$ cat config.mk
export PLATFORM = sky130hd
export DESIGN_NAME = cim_irq_route
export DESIGN_NICKNAME = d
export VERILOG_FILES = /design/src/cim_pkg.sv /design/src/cim_flag_bank.sv /design/src/cim_irq_route.sv /design/src/cim_line_router.sv
export SDC_FILE = /design/constraint.sdc
export NUM_CORES = 1
export LEC_CHECK = 0
export BUFFER_PORTS_ARGS = -buffer_cell sky130_fd_sc_hd__buf_2
export CAP_MARGIN = 5
export CORE_MARGIN = 2
export CORE_UTILIZATION = 50
export DETAILED_ROUTE_END_ITERATION = 16
export PLACE_DENSITY = 0.76
export SYNTH_ARGS = -nofsm -noshare
export SYNTH_HDL_FRONTEND = slang
export SYNTH_SLANG_ARGS = --single-unit
$ cat constraint.sdc
create_clock -name clk_sys -period 3 [get_ports clk_sys]
set_input_delay 0.9 -clock clk_sys [delete_from_list [all_inputs] [get_ports clk_sys]]
set_output_delay 0.9 -clock clk_sys [all_outputs]
set_load 0.03 [all_outputs]
$ cat src/cim_pkg.sv
// package for the interrupt enable and line routing stage
// assumes a 32-bit register port and one module clock
package cim_pkg;
   // register byte offsets
   localparam logic [7:0] CIM_OFF_FLAGS  = 8'h50;
   localparam logic [7:0] CIM_OFF_IE     = 8'h54;
   localparam logic [7:0] CIM_OFF_ILS    = 8'h58;
   localparam logic [7:0] CIM_OFF_ILE    = 8'h5C;
   // widths and reset values
   localparam int          CIM_NFLAG     = 32;
   localparam int          CIM_NLINE     = 2;
   localparam logic [31:0] CIM_RST_WORD  = 32'h0000_0000;
   localparam logic [1:0]  CIM_RST_ILE   = 2'h0;
   // line enable field positions
   localparam int          CIM_ILE_L0    = 0;
   localparam int          CIM_ILE_L1    = 1;
   // flag positions in flags, enable mask and line select
   localparam int CIM_B_STUFF_ERR  = 0;
   localparam int CIM_B_FORM_ERR   = 1;
   localparam int CIM_B_ACK_ERR    = 2;
   localparam int CIM_B_BIT_ERR    = 3;
   localparam int CIM_B_CRC_ERR    = 4;
   localparam int CIM_B_RAM_WDOG   = 5;
   localparam int CIM_B_BUSOFF     = 6;
   localparam int CIM_B_WARNING    = 7;
   localparam int CIM_B_ERR_PASS   = 8;
   localparam int CIM_B_LOG_OVF    = 9;
   localparam int CIM_B_RAM_UNCORR = 10;
   localparam int CIM_B_RAM_CORR   = 11;
   localparam int CIM_B_DED_RXBUF  = 12;
   localparam int CIM_B_TIMEOUT    = 13;
   localparam int CIM_B_RAM_FAIL   = 14;
   localparam int CIM_B_TS_WRAP    = 15;
   localparam int CIM_B_TXE_LOST   = 16;
   localparam int CIM_B_TXE_NEW    = 19;
   localparam int CIM_B_TXQ_EMPTY  = 20;
   localparam int CIM_B_TX_DONE    = 22;
   localparam int CIM_B_HIGH_PRIO  = 23;
   localparam int CIM_B_RXQ1_LOST  = 24;
   localparam int CIM_B_RXQ1_NEW   = 27;
   localparam int CIM_B_RXQ0_LOST  = 28;
   localparam int CIM_B_RXQ0_NEW   = 31;
endpackage
$ cat src/cim_flag_bank.sv
// sticky interrupt flags, set on a rising condition, cleared by writing 1
// assumes condition inputs come from logic on clk_sys
`timescale 1ns/1ps
module cim_flag_bank
   import cim_pkg::*;
(
   input  wire logic                 clk_sys,    // module clock
   input  wire logic                 srst,       // sync reset, high
   input  wire logic [CIM_NFLAG-1:0] flag_cond,  // condition levels
   input  wire logic                 clr_stb,    // clear write strobe
   input  wire logic [CIM_NFLAG-1:0] clr_mask,   // ones clear flags
   output logic      [CIM_NFLAG-1:0] flags       // sticky flags
);
   logic [CIM_NFLAG-1:0] cond_prev_r;  // last cycle's conditions
   logic [CIM_NFLAG-1:0] flags_r;      // flag storage
   logic [CIM_NFLAG-1:0] set_evt;      // rising edges of conditions

   assign set_evt = flag_cond & ~cond_prev_r;
   assign flags   = flags_r;

   genvar gi;
   generate
      for (gi = 0; gi < CIM_NFLAG; gi++) begin : g_flag
         // w1c reset clear; set beats a clear in the same cycle
         always_ff @(posedge clk_sys) begin
            if (srst) begin
               flags_r[gi]     <= 1'b0;
               cond_prev_r[gi] <= 1'b0;
            end else begin
               cond_prev_r[gi] <= flag_cond[gi];
               if (set_evt[gi])
                  flags_r[gi] <= 1'b1;
               else if (clr_stb && clr_mask[gi])
                  flags_r[gi] <= 1'b0;
            end
         end
      end
   endgenerate
endmodule

$ cat src/cim_irq_route.sv
// interrupt enable mask and line routing stage of a can controller
// assumes a plain register port on clk_sys and condition levels
// from the protocol engine on the same clock
//
// Summary of operation
// - flag signals only when its enable is set
// - enable bits 0-4 gate protocol error flags
// - bits 6-8 gate bus state changes
// - bit 5 watchdog, bit 9 log overflow
// - bits 10, 11 gate ram bit errors
// - bit 12 dedicated buffer, 13 timeout
// - bit 14 ram failure, 15 timestamp wrap
// - bits 16-19 gate tx event queue
// - bits 20-22 gate tx queue flags
// - bit 23 gates high priority message
// - bits 24-27 gate rx queue 1
// - bits 28-31 gate rx queue 0
// - two lines, each flag picks one
// - select 0 line zero, 1 line one
// - select uses same bit positions
// - flags set on edge, stay set
// - write 1 clears, zeros ignored, reset clears
// - per-line enable holds line low
//
// Our own choice: the plain strobed port.
`timescale 1ns/1ps
module cim_irq_route
   import cim_pkg::*;
(
   input  wire logic                 clk_sys,    // 125 mhz module clock
   input  wire logic                 srst,       // sync reset, high
   input  wire logic [7:0]           reg_addr,   // byte address
   input  wire logic [31:0]          reg_wdata,  // write data
   input  wire logic                 reg_wr,     // write strobe
   input  wire logic                 reg_rd,     // read strobe
   output logic      [31:0]          reg_rdata,  // read data, next cycle
   input  wire logic [CIM_NFLAG-1:0] flag_cond,  // flag condition levels
   output logic      [CIM_NFLAG-1:0] flags_out,  // sticky flag state
   output logic                      irq_line0,  // interrupt line 0
   output logic                      irq_line1   // interrupt line 1
);
   // configuration registers
   logic [CIM_NFLAG-1:0] ie_r;       // interrupt_enable_mask
   logic [CIM_NFLAG-1:0] ie_nxt;
   logic [CIM_NFLAG-1:0] ils_r;      // interrupt_line_select
   logic [CIM_NFLAG-1:0] ils_nxt;
   logic [CIM_NLINE-1:0] ile_r;      // line_enables
   logic [CIM_NLINE-1:0] ile_nxt;
   logic [31:0]          rdata_r;    // read data register
   logic [31:0]          rdata_nxt;
   logic [CIM_NFLAG-1:0] flags;      // from the flag bank

   // address decode
   logic hit_flags;                  // flag register selected
   logic hit_ie;                     // enable mask selected
   logic hit_ils;                    // line select selected
   logic hit_ile;                    // line enables selected
   logic wr_flags;                   // clear write to flags
   logic wr_ie;                      // write to enable mask
   logic wr_ils;                     // write to line select
   logic wr_ile;                     // write to line enables
   logic [31:0] rd_mux;              // word chosen for a read

   assign hit_flags = (reg_addr == CIM_OFF_FLAGS);
   assign hit_ie    = (reg_addr == CIM_OFF_IE);
   assign hit_ils   = (reg_addr == CIM_OFF_ILS);
   assign hit_ile   = (reg_addr == CIM_OFF_ILE);
   assign wr_flags  = reg_wr & hit_flags;
   assign wr_ie     = reg_wr & hit_ie;
   assign wr_ils    = reg_wr & hit_ils;
   assign wr_ile    = reg_wr & hit_ile;

   // unmapped reads answer zero; upper bits of line enables read zero
   assign rd_mux = hit_flags ? flags :
                   hit_ie    ? ie_r  :
                   hit_ils   ? ils_r :
                   hit_ile   ? {{(32-CIM_NLINE){1'b0}}, ile_r} :
                               CIM_RST_WORD;

   // next values: full-word writes, no byte lanes on this port
   assign ie_nxt    = wr_ie  ? reg_wdata : ie_r;
   assign ils_nxt   = wr_ils ? reg_wdata : ils_r;
   assign ile_nxt   = wr_ile ? reg_wdata[CIM_NLINE-1:0] : ile_r;
   // data stands one cycle after the read strobe, zero otherwise
   assign rdata_nxt = reg_rd ? rd_mux : CIM_RST_WORD;

   assign reg_rdata = rdata_r;
   assign flags_out = flags;

   // mask reset zero
   // enable mask and line select storage
   always_ff @(posedge clk_sys) begin
      if (srst) begin
         ie_r  <= CIM_RST_WORD;
         ils_r <= CIM_RST_WORD;
         ile_r <= CIM_RST_ILE;
      end else begin
         ie_r  <= ie_nxt;
         ils_r <= ils_nxt;
         ile_r <= ile_nxt;
      end
   end

   // read data register
   always_ff @(posedge clk_sys) begin
      if (srst)
         rdata_r <= CIM_RST_WORD;
      else
         rdata_r <= rdata_nxt;
   end

   // clear by write
   // outside reset, flags are cleared only by ones in a write to the flag register
   cim_flag_bank u_flags (
      .clk_sys   (clk_sys),
      .srst      (srst),
      .flag_cond (flag_cond),
      .clr_stb   (wr_flags),
      .clr_mask  (reg_wdata),
      .flags     (flags)
   );

   // two lines
   // one bit position per flag across flags, mask and select, so each
   // flag reaches exactly one line; a trade: no priority among flags
   cim_line_router u_route (
      .clk_sys   (clk_sys),
      .srst      (srst),
      .flags     (flags),
      .ie_mask   (ie_r),
      .line_sel  (ils_r),
      .line_en   (ile_r),
      .irq_line0 (irq_line0),
      .irq_line1 (irq_line1)
   );

   // helper terms read only by the checks below
   logic [CIM_NFLAG-1:0] to0;        // gated flags aimed at line 0
   logic [CIM_NFLAG-1:0] to1;        // gated flags aimed at line 1
   logic                 cond0_prev_r; // stuff error condition, delayed
   assign to0 = flags & ie_r & ~ils_r;
   assign to1 = flags & ie_r & ils_r;

   // mask of flags lo to hi; groups the flags checked under one rule
   function automatic logic [CIM_NFLAG-1:0] cim_span(int lo, int hi);
      logic [CIM_NFLAG-1:0] m = CIM_RST_WORD;
      for (int b = lo; b <= hi; b++)
         m[b] = 1'b1;
      return m;
   endfunction
   // flag groups, each gated under one enable rule
   localparam logic [CIM_NFLAG-1:0] M_BUS_STATE =
      cim_span(CIM_B_BUSOFF, CIM_B_ERR_PASS);
   localparam logic [CIM_NFLAG-1:0] M_WDOG_LOG =
      (32'h0000_0001 << CIM_B_RAM_WDOG) | (32'h0000_0001 << CIM_B_LOG_OVF);
   localparam logic [CIM_NFLAG-1:0] M_RAM_BIT =
      cim_span(CIM_B_RAM_UNCORR, CIM_B_RAM_CORR);
   localparam logic [CIM_NFLAG-1:0] M_RXBUF_TMO =
      cim_span(CIM_B_DED_RXBUF, CIM_B_TIMEOUT);
   localparam logic [CIM_NFLAG-1:0] M_FAIL_WRAP =
      cim_span(CIM_B_RAM_FAIL, CIM_B_TS_WRAP);
   localparam logic [CIM_NFLAG-1:0] M_TX_EVENT =
      cim_span(CIM_B_TXE_LOST, CIM_B_TXE_NEW);
   localparam logic [CIM_NFLAG-1:0] M_TX_QUEUE =
      cim_span(CIM_B_TXQ_EMPTY, CIM_B_TX_DONE);
   localparam logic [CIM_NFLAG-1:0] M_HIGH_PRIO =
      cim_span(CIM_B_HIGH_PRIO, CIM_B_HIGH_PRIO);
   localparam logic [CIM_NFLAG-1:0] M_RX_QUEUE1 =
      cim_span(CIM_B_RXQ1_LOST, CIM_B_RXQ1_NEW);

   always_ff @(posedge clk_sys) begin
      if (srst)
         cond0_prev_r <= 1'b0;
      else
         cond0_prev_r <= flag_cond[CIM_B_STUFF_ERR];
   end

   // line 0 only rises for an enabled flag aimed at it
   property p_line0_cause;
      @(posedge clk_sys) disable iff (srst)
      irq_line0 |-> $past(|to0) && $past(ile_r[CIM_ILE_L0]);
   endproperty
   a_line0_cause: assert property (p_line0_cause)
      else $error("line 0 high without an enabled flag");

   // line 1 likewise
   property p_line1_cause;
      @(posedge clk_sys) disable iff (srst)
      irq_line1 |-> $past(|to1) && $past(ile_r[CIM_ILE_L1]);
   endproperty
   a_line1_cause: assert property (p_line1_cause)
      else $error("line 1 high without an enabled flag");

   // a rising stuff error condition reaches line 0 two cycles later
   property p_stuff_to_line0;
      @(posedge clk_sys) disable iff (srst)
      (flag_cond[CIM_B_STUFF_ERR] && !cond0_prev_r
       && ie_r[CIM_B_STUFF_ERR] && !ils_r[CIM_B_STUFF_ERR]
       && ile_r[CIM_ILE_L0] && !wr_ie && !wr_ils && !wr_ile)
      |-> ##2 irq_line0;
   endproperty
   a_stuff_to_line0: assert property (p_stuff_to_line0)
      else $error("enabled stuff error missed line 0");

   // a disabled line 0 stays low
   property p_line_off;
      @(posedge clk_sys) disable iff (srst)
      !ile_r[CIM_ILE_L0] |=> !irq_line0;
   endproperty
   a_line_off: assert property (p_line_off)
      else $error("disabled line 0 asserted");

   // a one written to a flag clears it unless an edge arrives
   property p_w1c;
      @(posedge clk_sys) disable iff (srst)
      (wr_flags && reg_wdata[CIM_B_BUSOFF]
       && !(flag_cond[CIM_B_BUSOFF] && !$past(flag_cond[CIM_B_BUSOFF])))
      |=> !flags[CIM_B_BUSOFF];
   endproperty
   a_w1c: assert property (p_w1c)
      else $error("written one did not clear the flag");

   // a flag holds while no clearing one is written
   property p_hold;
      @(posedge clk_sys) disable iff (srst)
      (flags[CIM_B_TS_WRAP] && !(wr_flags && reg_wdata[CIM_B_TS_WRAP]))
      |=> flags[CIM_B_TS_WRAP];
   endproperty
   a_hold: assert property (p_hold)
      else $error("flag dropped without a clear");

   // reset leaves the mask and flags empty
   property p_reset_clear;
      @(posedge clk_sys)
      srst |=> (ie_r == CIM_RST_WORD) && (flags == CIM_RST_WORD);
   endproperty
   a_reset_clear: assert property (p_reset_clear)
      else $error("mask or flags not zero after reset");

   // timestamp wrap selected to line 1 drives line 1
   property p_wrap_line1;
      @(posedge clk_sys) disable iff (srst)
      (flags[CIM_B_TS_WRAP] && ie_r[CIM_B_TS_WRAP]
       && ils_r[CIM_B_TS_WRAP] && ile_r[CIM_ILE_L1])
      |=> irq_line1;
   endproperty
   a_wrap_line1: assert property (p_wrap_line1)
      else $error("line select bit 15 not honoured");

   // rx queue 0 new message with mask clear never raises a line
   property p_masked_quiet;
      @(posedge clk_sys) disable iff (srst)
      (flags == (CIM_RST_WORD | (32'h0000_0001 << CIM_B_RXQ0_NEW))
       && !ie_r[CIM_B_RXQ0_NEW])
      |=> !irq_line0 && !irq_line1;
   endproperty
   a_masked_quiet: assert property (p_masked_quiet)
      else $error("masked flag raised a line");

   // both lines follow the or of gated flags
   property p_or_form;
      @(posedge clk_sys) disable iff (srst)
      1'b1 |=> (irq_line0 == ($past(|to0) & $past(ile_r[CIM_ILE_L0])))
            && (irq_line1 == ($past(|to1) & $past(ile_r[CIM_ILE_L1])));
   endproperty
   a_or_form: assert property (p_or_form)
      else $error("line differs from gated or");

   // read data follows the line select one cycle after the strobe
   property p_read_ils;
      @(posedge clk_sys) disable iff (srst)
      (reg_rd && hit_ils) |=> reg_rdata == $past(ils_r);
   endproperty
   a_read_ils: assert property (p_read_ils)
      else $error("line select read back wrong");

   property p_bus_state_gate;
      @(posedge clk_sys) disable iff (srst)
      (|(to0 & M_BUS_STATE) && ile_r[CIM_ILE_L0] |=> irq_line0)
      and (|(to1 & M_BUS_STATE) && ile_r[CIM_ILE_L1] |=> irq_line1);
   endproperty
   a_bus_state_gate: assert property (p_bus_state_gate)
      else $error("bus state flag missed its line");

   property p_wdog_log_gate;
      @(posedge clk_sys) disable iff (srst)
      (|(to0 & M_WDOG_LOG) && ile_r[CIM_ILE_L0] |=> irq_line0)
      and (|(to1 & M_WDOG_LOG) && ile_r[CIM_ILE_L1] |=> irq_line1);
   endproperty
   a_wdog_log_gate: assert property (p_wdog_log_gate)
      else $error("watchdog or log flag missed its line");

   property p_ram_bit_gate;
      @(posedge clk_sys) disable iff (srst)
      (|(to0 & M_RAM_BIT) && ile_r[CIM_ILE_L0] |=> irq_line0)
      and (|(to1 & M_RAM_BIT) && ile_r[CIM_ILE_L1] |=> irq_line1);
   endproperty
   a_ram_bit_gate: assert property (p_ram_bit_gate)
      else $error("ram bit error flag missed its line");

   property p_rxbuf_tmo_gate;
      @(posedge clk_sys) disable iff (srst)
      (|(to0 & M_RXBUF_TMO) && ile_r[CIM_ILE_L0] |=> irq_line0)
      and (|(to1 & M_RXBUF_TMO) && ile_r[CIM_ILE_L1] |=> irq_line1);
   endproperty
   a_rxbuf_tmo_gate: assert property (p_rxbuf_tmo_gate)
      else $error("buffer or timeout flag missed its line");

   property p_fail_wrap_gate;
      @(posedge clk_sys) disable iff (srst)
      (|(to0 & M_FAIL_WRAP) && ile_r[CIM_ILE_L0] |=> irq_line0)
      and (|(to1 & M_FAIL_WRAP) && ile_r[CIM_ILE_L1] |=> irq_line1);
   endproperty
   a_fail_wrap_gate: assert property (p_fail_wrap_gate)
      else $error("access failure or wrap flag missed its line");

   property p_tx_event_gate;
      @(posedge clk_sys) disable iff (srst)
      (|(to0 & M_TX_EVENT) && ile_r[CIM_ILE_L0] |=> irq_line0)
      and (|(to1 & M_TX_EVENT) && ile_r[CIM_ILE_L1] |=> irq_line1);
   endproperty
   a_tx_event_gate: assert property (p_tx_event_gate)
      else $error("tx event flag missed its line");

   property p_tx_queue_gate;
      @(posedge clk_sys) disable iff (srst)
      (|(to0 & M_TX_QUEUE) && ile_r[CIM_ILE_L0] |=> irq_line0)
      and (|(to1 & M_TX_QUEUE) && ile_r[CIM_ILE_L1] |=> irq_line1);
   endproperty
   a_tx_queue_gate: assert property (p_tx_queue_gate)
      else $error("tx queue flag missed its line");

   property p_high_prio_gate;
      @(posedge clk_sys) disable iff (srst)
      (|(to0 & M_HIGH_PRIO) && ile_r[CIM_ILE_L0] |=> irq_line0)
      and (|(to1 & M_HIGH_PRIO) && ile_r[CIM_ILE_L1] |=> irq_line1);
   endproperty
   a_high_prio_gate: assert property (p_high_prio_gate)
      else $error("high priority flag missed its line");

   property p_rx_queue1_gate;
      @(posedge clk_sys) disable iff (srst)
      (|(to0 & M_RX_QUEUE1) && ile_r[CIM_ILE_L0] |=> irq_line0)
      and (|(to1 & M_RX_QUEUE1) && ile_r[CIM_ILE_L1] |=> irq_line1);
   endproperty
   a_rx_queue1_gate: assert property (p_rx_queue1_gate)
      else $error("rx queue 1 flag missed its line");

   // main scenarios
   c_line0: cover property (@(posedge clk_sys) disable iff (srst)
      !irq_line0 ##1 irq_line0);
   c_line1: cover property (@(posedge clk_sys) disable iff (srst)
      !irq_line1 ##1 irq_line1);
   c_clear: cover property (@(posedge clk_sys) disable iff (srst)
      irq_line0 ##1 wr_flags ##2 !irq_line0);
   c_set_beats_clear: cover property (@(posedge clk_sys)
      disable iff (srst)
      wr_flags && reg_wdata[CIM_B_STUFF_ERR]
      && flag_cond[CIM_B_STUFF_ERR] && !cond0_prev_r);
endmodule

$ cat src/cim_line_router.sv
// gates flags by the enable mask and routes them onto two lines
// assumes all inputs are registers on clk_sys
`timescale 1ns/1ps
module cim_line_router
   import cim_pkg::*;
(
   input  wire logic                 clk_sys,   // module clock
   input  wire logic                 srst,      // sync reset, high
   input  wire logic [CIM_NFLAG-1:0] flags,     // sticky flags
   input  wire logic [CIM_NFLAG-1:0] ie_mask,   // enable mask
   input  wire logic [CIM_NFLAG-1:0] line_sel,  // 0 line0, 1 line1
   input  wire logic [CIM_NLINE-1:0] line_en,   // per-line enables
   output logic                      irq_line0, // interrupt line 0
   output logic                      irq_line1  // interrupt line 1
);
   logic [CIM_NFLAG-1:0] gated;    // flags passing the mask
   logic                 any0;     // some flag routed to line 0
   logic                 any1;     // some flag routed to line 1
   logic                 line0_r;  // registered line 0
   logic                 line1_r;  // registered line 1

   assign gated = flags & ie_mask;
   assign any0  = |(gated & ~line_sel);
   assign any1  = |(gated & line_sel);
   assign irq_line0 = line0_r;
   assign irq_line1 = line1_r;

   // registered lines; line enables hold lines low
   always_ff @(posedge clk_sys) begin
      if (srst) begin
         line0_r <= 1'b0;
         line1_r <= 1'b0;
      end else begin
         line0_r <= any0 & line_en[CIM_ILE_L0];
         line1_r <= any1 & line_en[CIM_ILE_L1];
      end
   end
endmodule

==> key figures <==
Outcome
  • Outcome: completed

Place
  • Final Wtd Congestion: between 0.9 and 1
  • Buffers on Ports: 141
  • DP Wirelength: about 14000 um

Floorplan
  • Num ports: roughly 140
  • Die width: roughly 120 um
  • Die Y: between 100 and 150 um
  • Row cnt: 43
  • Core box area: between 10000 and 15000 um^2
  • Die area: 15380 um^2
  • Starting Density: 0.5148

Routing
  • M1 WL: approximately 8400 um
  • Post-detailed-routing wire length: ~20000 um
  • Met3 wire length: around 1500 um
  • Met2 wire len: between 9000 and 10000 um
  • WL/cell: 18.08 um
  • Vias: 6391
  • Routed Antenna Nets: 0
  • DR DRC count: 0
  • Max layer used: met4
  • Via density: about 5.7
  • 1st-pass router iterations: 5
  • Drt initial violations: between 500 and 600

Power
  • Switch share: 0.2373
  • Leak pwr: ~3.6 nW
  • Power share of the clock group: 0.455
  • Sequential share of power: 0.464
  • P_sw: about 0.0012 W
  • Pwr dens: approximately 570 nW/um^2
  • P_int: approximately 0.0038 W
  • Max rail drop VDD: 0.3778 mV
  • Comb power frac: 0.082

Layout
  • Diode count: 0
  • Commonest cells after routing, fill and taps aside: 164 x dfxtp_1, 140 x buf_2, 99 x nor2_1
  • Reg area: about 3300 um^2
  • Area growth, synth to finish: 20.01%
  • Commonest non-fill, non-tap cell in the layout: dfxtp_1
  • Fraction of layout cells with a size suffix above 1: 0.2392
  • Final core utilization: 0.6179
  • Filler cell count: 1232
  • Final net count: ~1000
  • Multi-input gate area: 3623 um^2

Clocking
  • Post-cts gate resize count: 0
  • Num CTS Buffers: 17
  • Postcts setup bufs: 0
  • CTS tree: built
  • Clock slew at reported path FFs: 0.06 ns
  • Root Driver: clkbuf_16
  • CTS H-tree lvls: 4
  • Worst skew pair latency: 0.43 ns
  • Cts hold-fix bufs: 0
  • Sinks on Clock Net: roughly 160
  • Clock Tree Buf Depth: 2

Global route
  • Pin count of the biggest net entering global routing: 133
  • Total global routing overflow: 0
  • First-pass GRT wire length: 31750 um
  • GRT Total Usage: 0.2761
  • Vias in the first global route: around 6000
  • Initial antenna violation count: 0

Logic synthesis
  • Synth warnings: 0
  • Post-synthesis sequential area ratio: 0.4559
  • FFs w/ async S/R, synth: 0
  • Top FF cell, synth: dfxtp_1
  • Syn avg cell area: ~9 um^2
  • Mapped cell area: ~7200 um^2
  • Number of synthesized flops with an enable pin: 0
  • Mapped Cells: 815
  • Synth cell types: 28
  • Post-Syn Nets: 891
  • Seq cells post-synth: about 160

Timing
  • RSZ-0062 raised after global routing: no
  • TNS Setup: 0 ns
  • Final setup fails: 0
  • Fmax: ~0.47 GHz
  • Worst-margin pin slew: between 0.5 and 0.6 ns
  • Clk_skew: 0.008686 ns
  • Relative slew slack: 0.6058
  • Pins over their slew limit: 0
  • Min Hold Slack: between 0.4 and 0.5 ns
  • Post-route minimum period: around 2.1 ns
  • Final period util: 0.7052
  • Fin. Hold Viols: 0

Worst setup path
  • Crit-path max FO: 29
  • Crit path capture type: register
  • Crit path launch type: primary input
  • Required time of the worst setup path: between 3 and 4 ns
  • Crit path arrival time: 2.42 ns
  • FF-to-FF setup slack: approximately 1.6 ns
  • Kind of critical path: primary input to register

Worst hold path
  • Worst Hold Class: register to register

Job
  • Max-Cap Viols: 0
cell type report:
| cell class | count | area share |
|---|---|---|
| multi-input cells | 590 | 0.4192 |
| flip-flops and latches | 164 | 0.3798 |
| repair buffers | 163 | 0.1039 |
| clock buffers | 23 | 0.05646 |
| well taps | 180 | 0.02606 |
| clock inverters | 9 | 0.01448 |
state kept, by name (all words and copies together) (netlist names):
name                 flops
ile_r                    2
ils_r                   32
u_route.irq_line0        1
u_flags.flags           32
reg_rdata               32
ie_r                    32
u_flags.cond_prev_r     32
u_route.irq_line1        1
Yosys cell counts (5+ instances only):
| master | number | area, um^2 |
|---|---|---|
| nand4_1 | 41 | 256.5 |
| nand2_1 | 84 | 315.3 |
| buf_2 | 19 | 95.09 |
| a2111oi_2 | 30 | 450.4 |
| nor2_1 | 100 | 375.4 |
| a21oi_1 | 65 | 325.3 |
| nor2b_1 | 96 | 600.6 |
| o22ai_1 | 8 | 50.05 |
| mux2i_1 | 36 | 360.4 |
| dfxtp_1 | 164 | 3283 |
| nand3b_1 | 12 | 90.09 |
| nor3b_1 | 32 | 240.2 |
| clkbuf_1 | 31 | 116.4 |
| nand3_1 | 33 | 165.2 |
| nand2b_1 | 35 | 219.0 |
| nor4_1 | 5 | 31.28 |
critical path, stage by stage:
cell,delay (ns)
buf_2,0.10
and4bb_1,0.55
nand4b_4,0.21
buf_12,0.25
a2111oi_0,0.39
per-layer routing:
layer	GRT usage	up-vias
li1	-	3073
met1	0.3490	3019
met2	0.4505	254
met3	0.06502	45
met4	0.1201	0
met5	0	-
power by group through the flow:
stage / sequential (W) / clock (W) / combinational, W
5_1_grt: 0.00230 / 0.00237 / 0.000437
6_report: 0.00229 / 0.00225 / 0.000404
3_3_place_gp: 0.00234 / 0 / 0.000394
3_5_place_dp: 0.00234 / 0 / 0.000401
4_1_cts: 0.00229 / 0.00227 / 0.000402
2_1_floorplan: 0.00239 / 0 / 0.000187
per-stage QoR:
| step | power (W) | instance area [um^2] | worst slack, ns | std cells |
|---|---|---|---|---|
| floorplan | 0.002576 | 7202 | 1.020 | 815 |
| global route | 0.005108 | 8643 | 0.8438 | 1129 |
| finish | 0.004949 | 8643 | 0.8845 | 1129 |
| global placement | 0.002734 | 8030 | 0.5522 | 1097 |
| CTS | 0.004962 | 8643 | 0.8995 | 1129 |
| detailed placement | 0.002742 | 8030 | 0.4597 | 1097 |
final timing paths:
| check | from | to | cells after the start |
|---|---|---|---|
| worst max register to register | ils_r[12] | u_route.irq_line0 | 4 |
| worst min register to register | ie_r[9] | ie_r[9] | 2 |
| worst max-delay path | reg_addr[7] | reg_rdata[7] | 5 |
| worst min-delay path | ie_r[9] | ie_r[9] | 2 |
logic make-up (layout without fill, tap and decap cells):
group / Yosys count / in the layout / synth area share
AOI/OAI and AO/OA: 110 / 110 / 0.1228
DFF: 164 / 164 / 0.4559
buffers and inverters: 61 / 195 / 0.04135
muxes: 36 / 36 / 0.05004
and+or+nand+nor: 444 / 444 / 0.3299
Note: power is estimated with default switching activity, not from simulation.
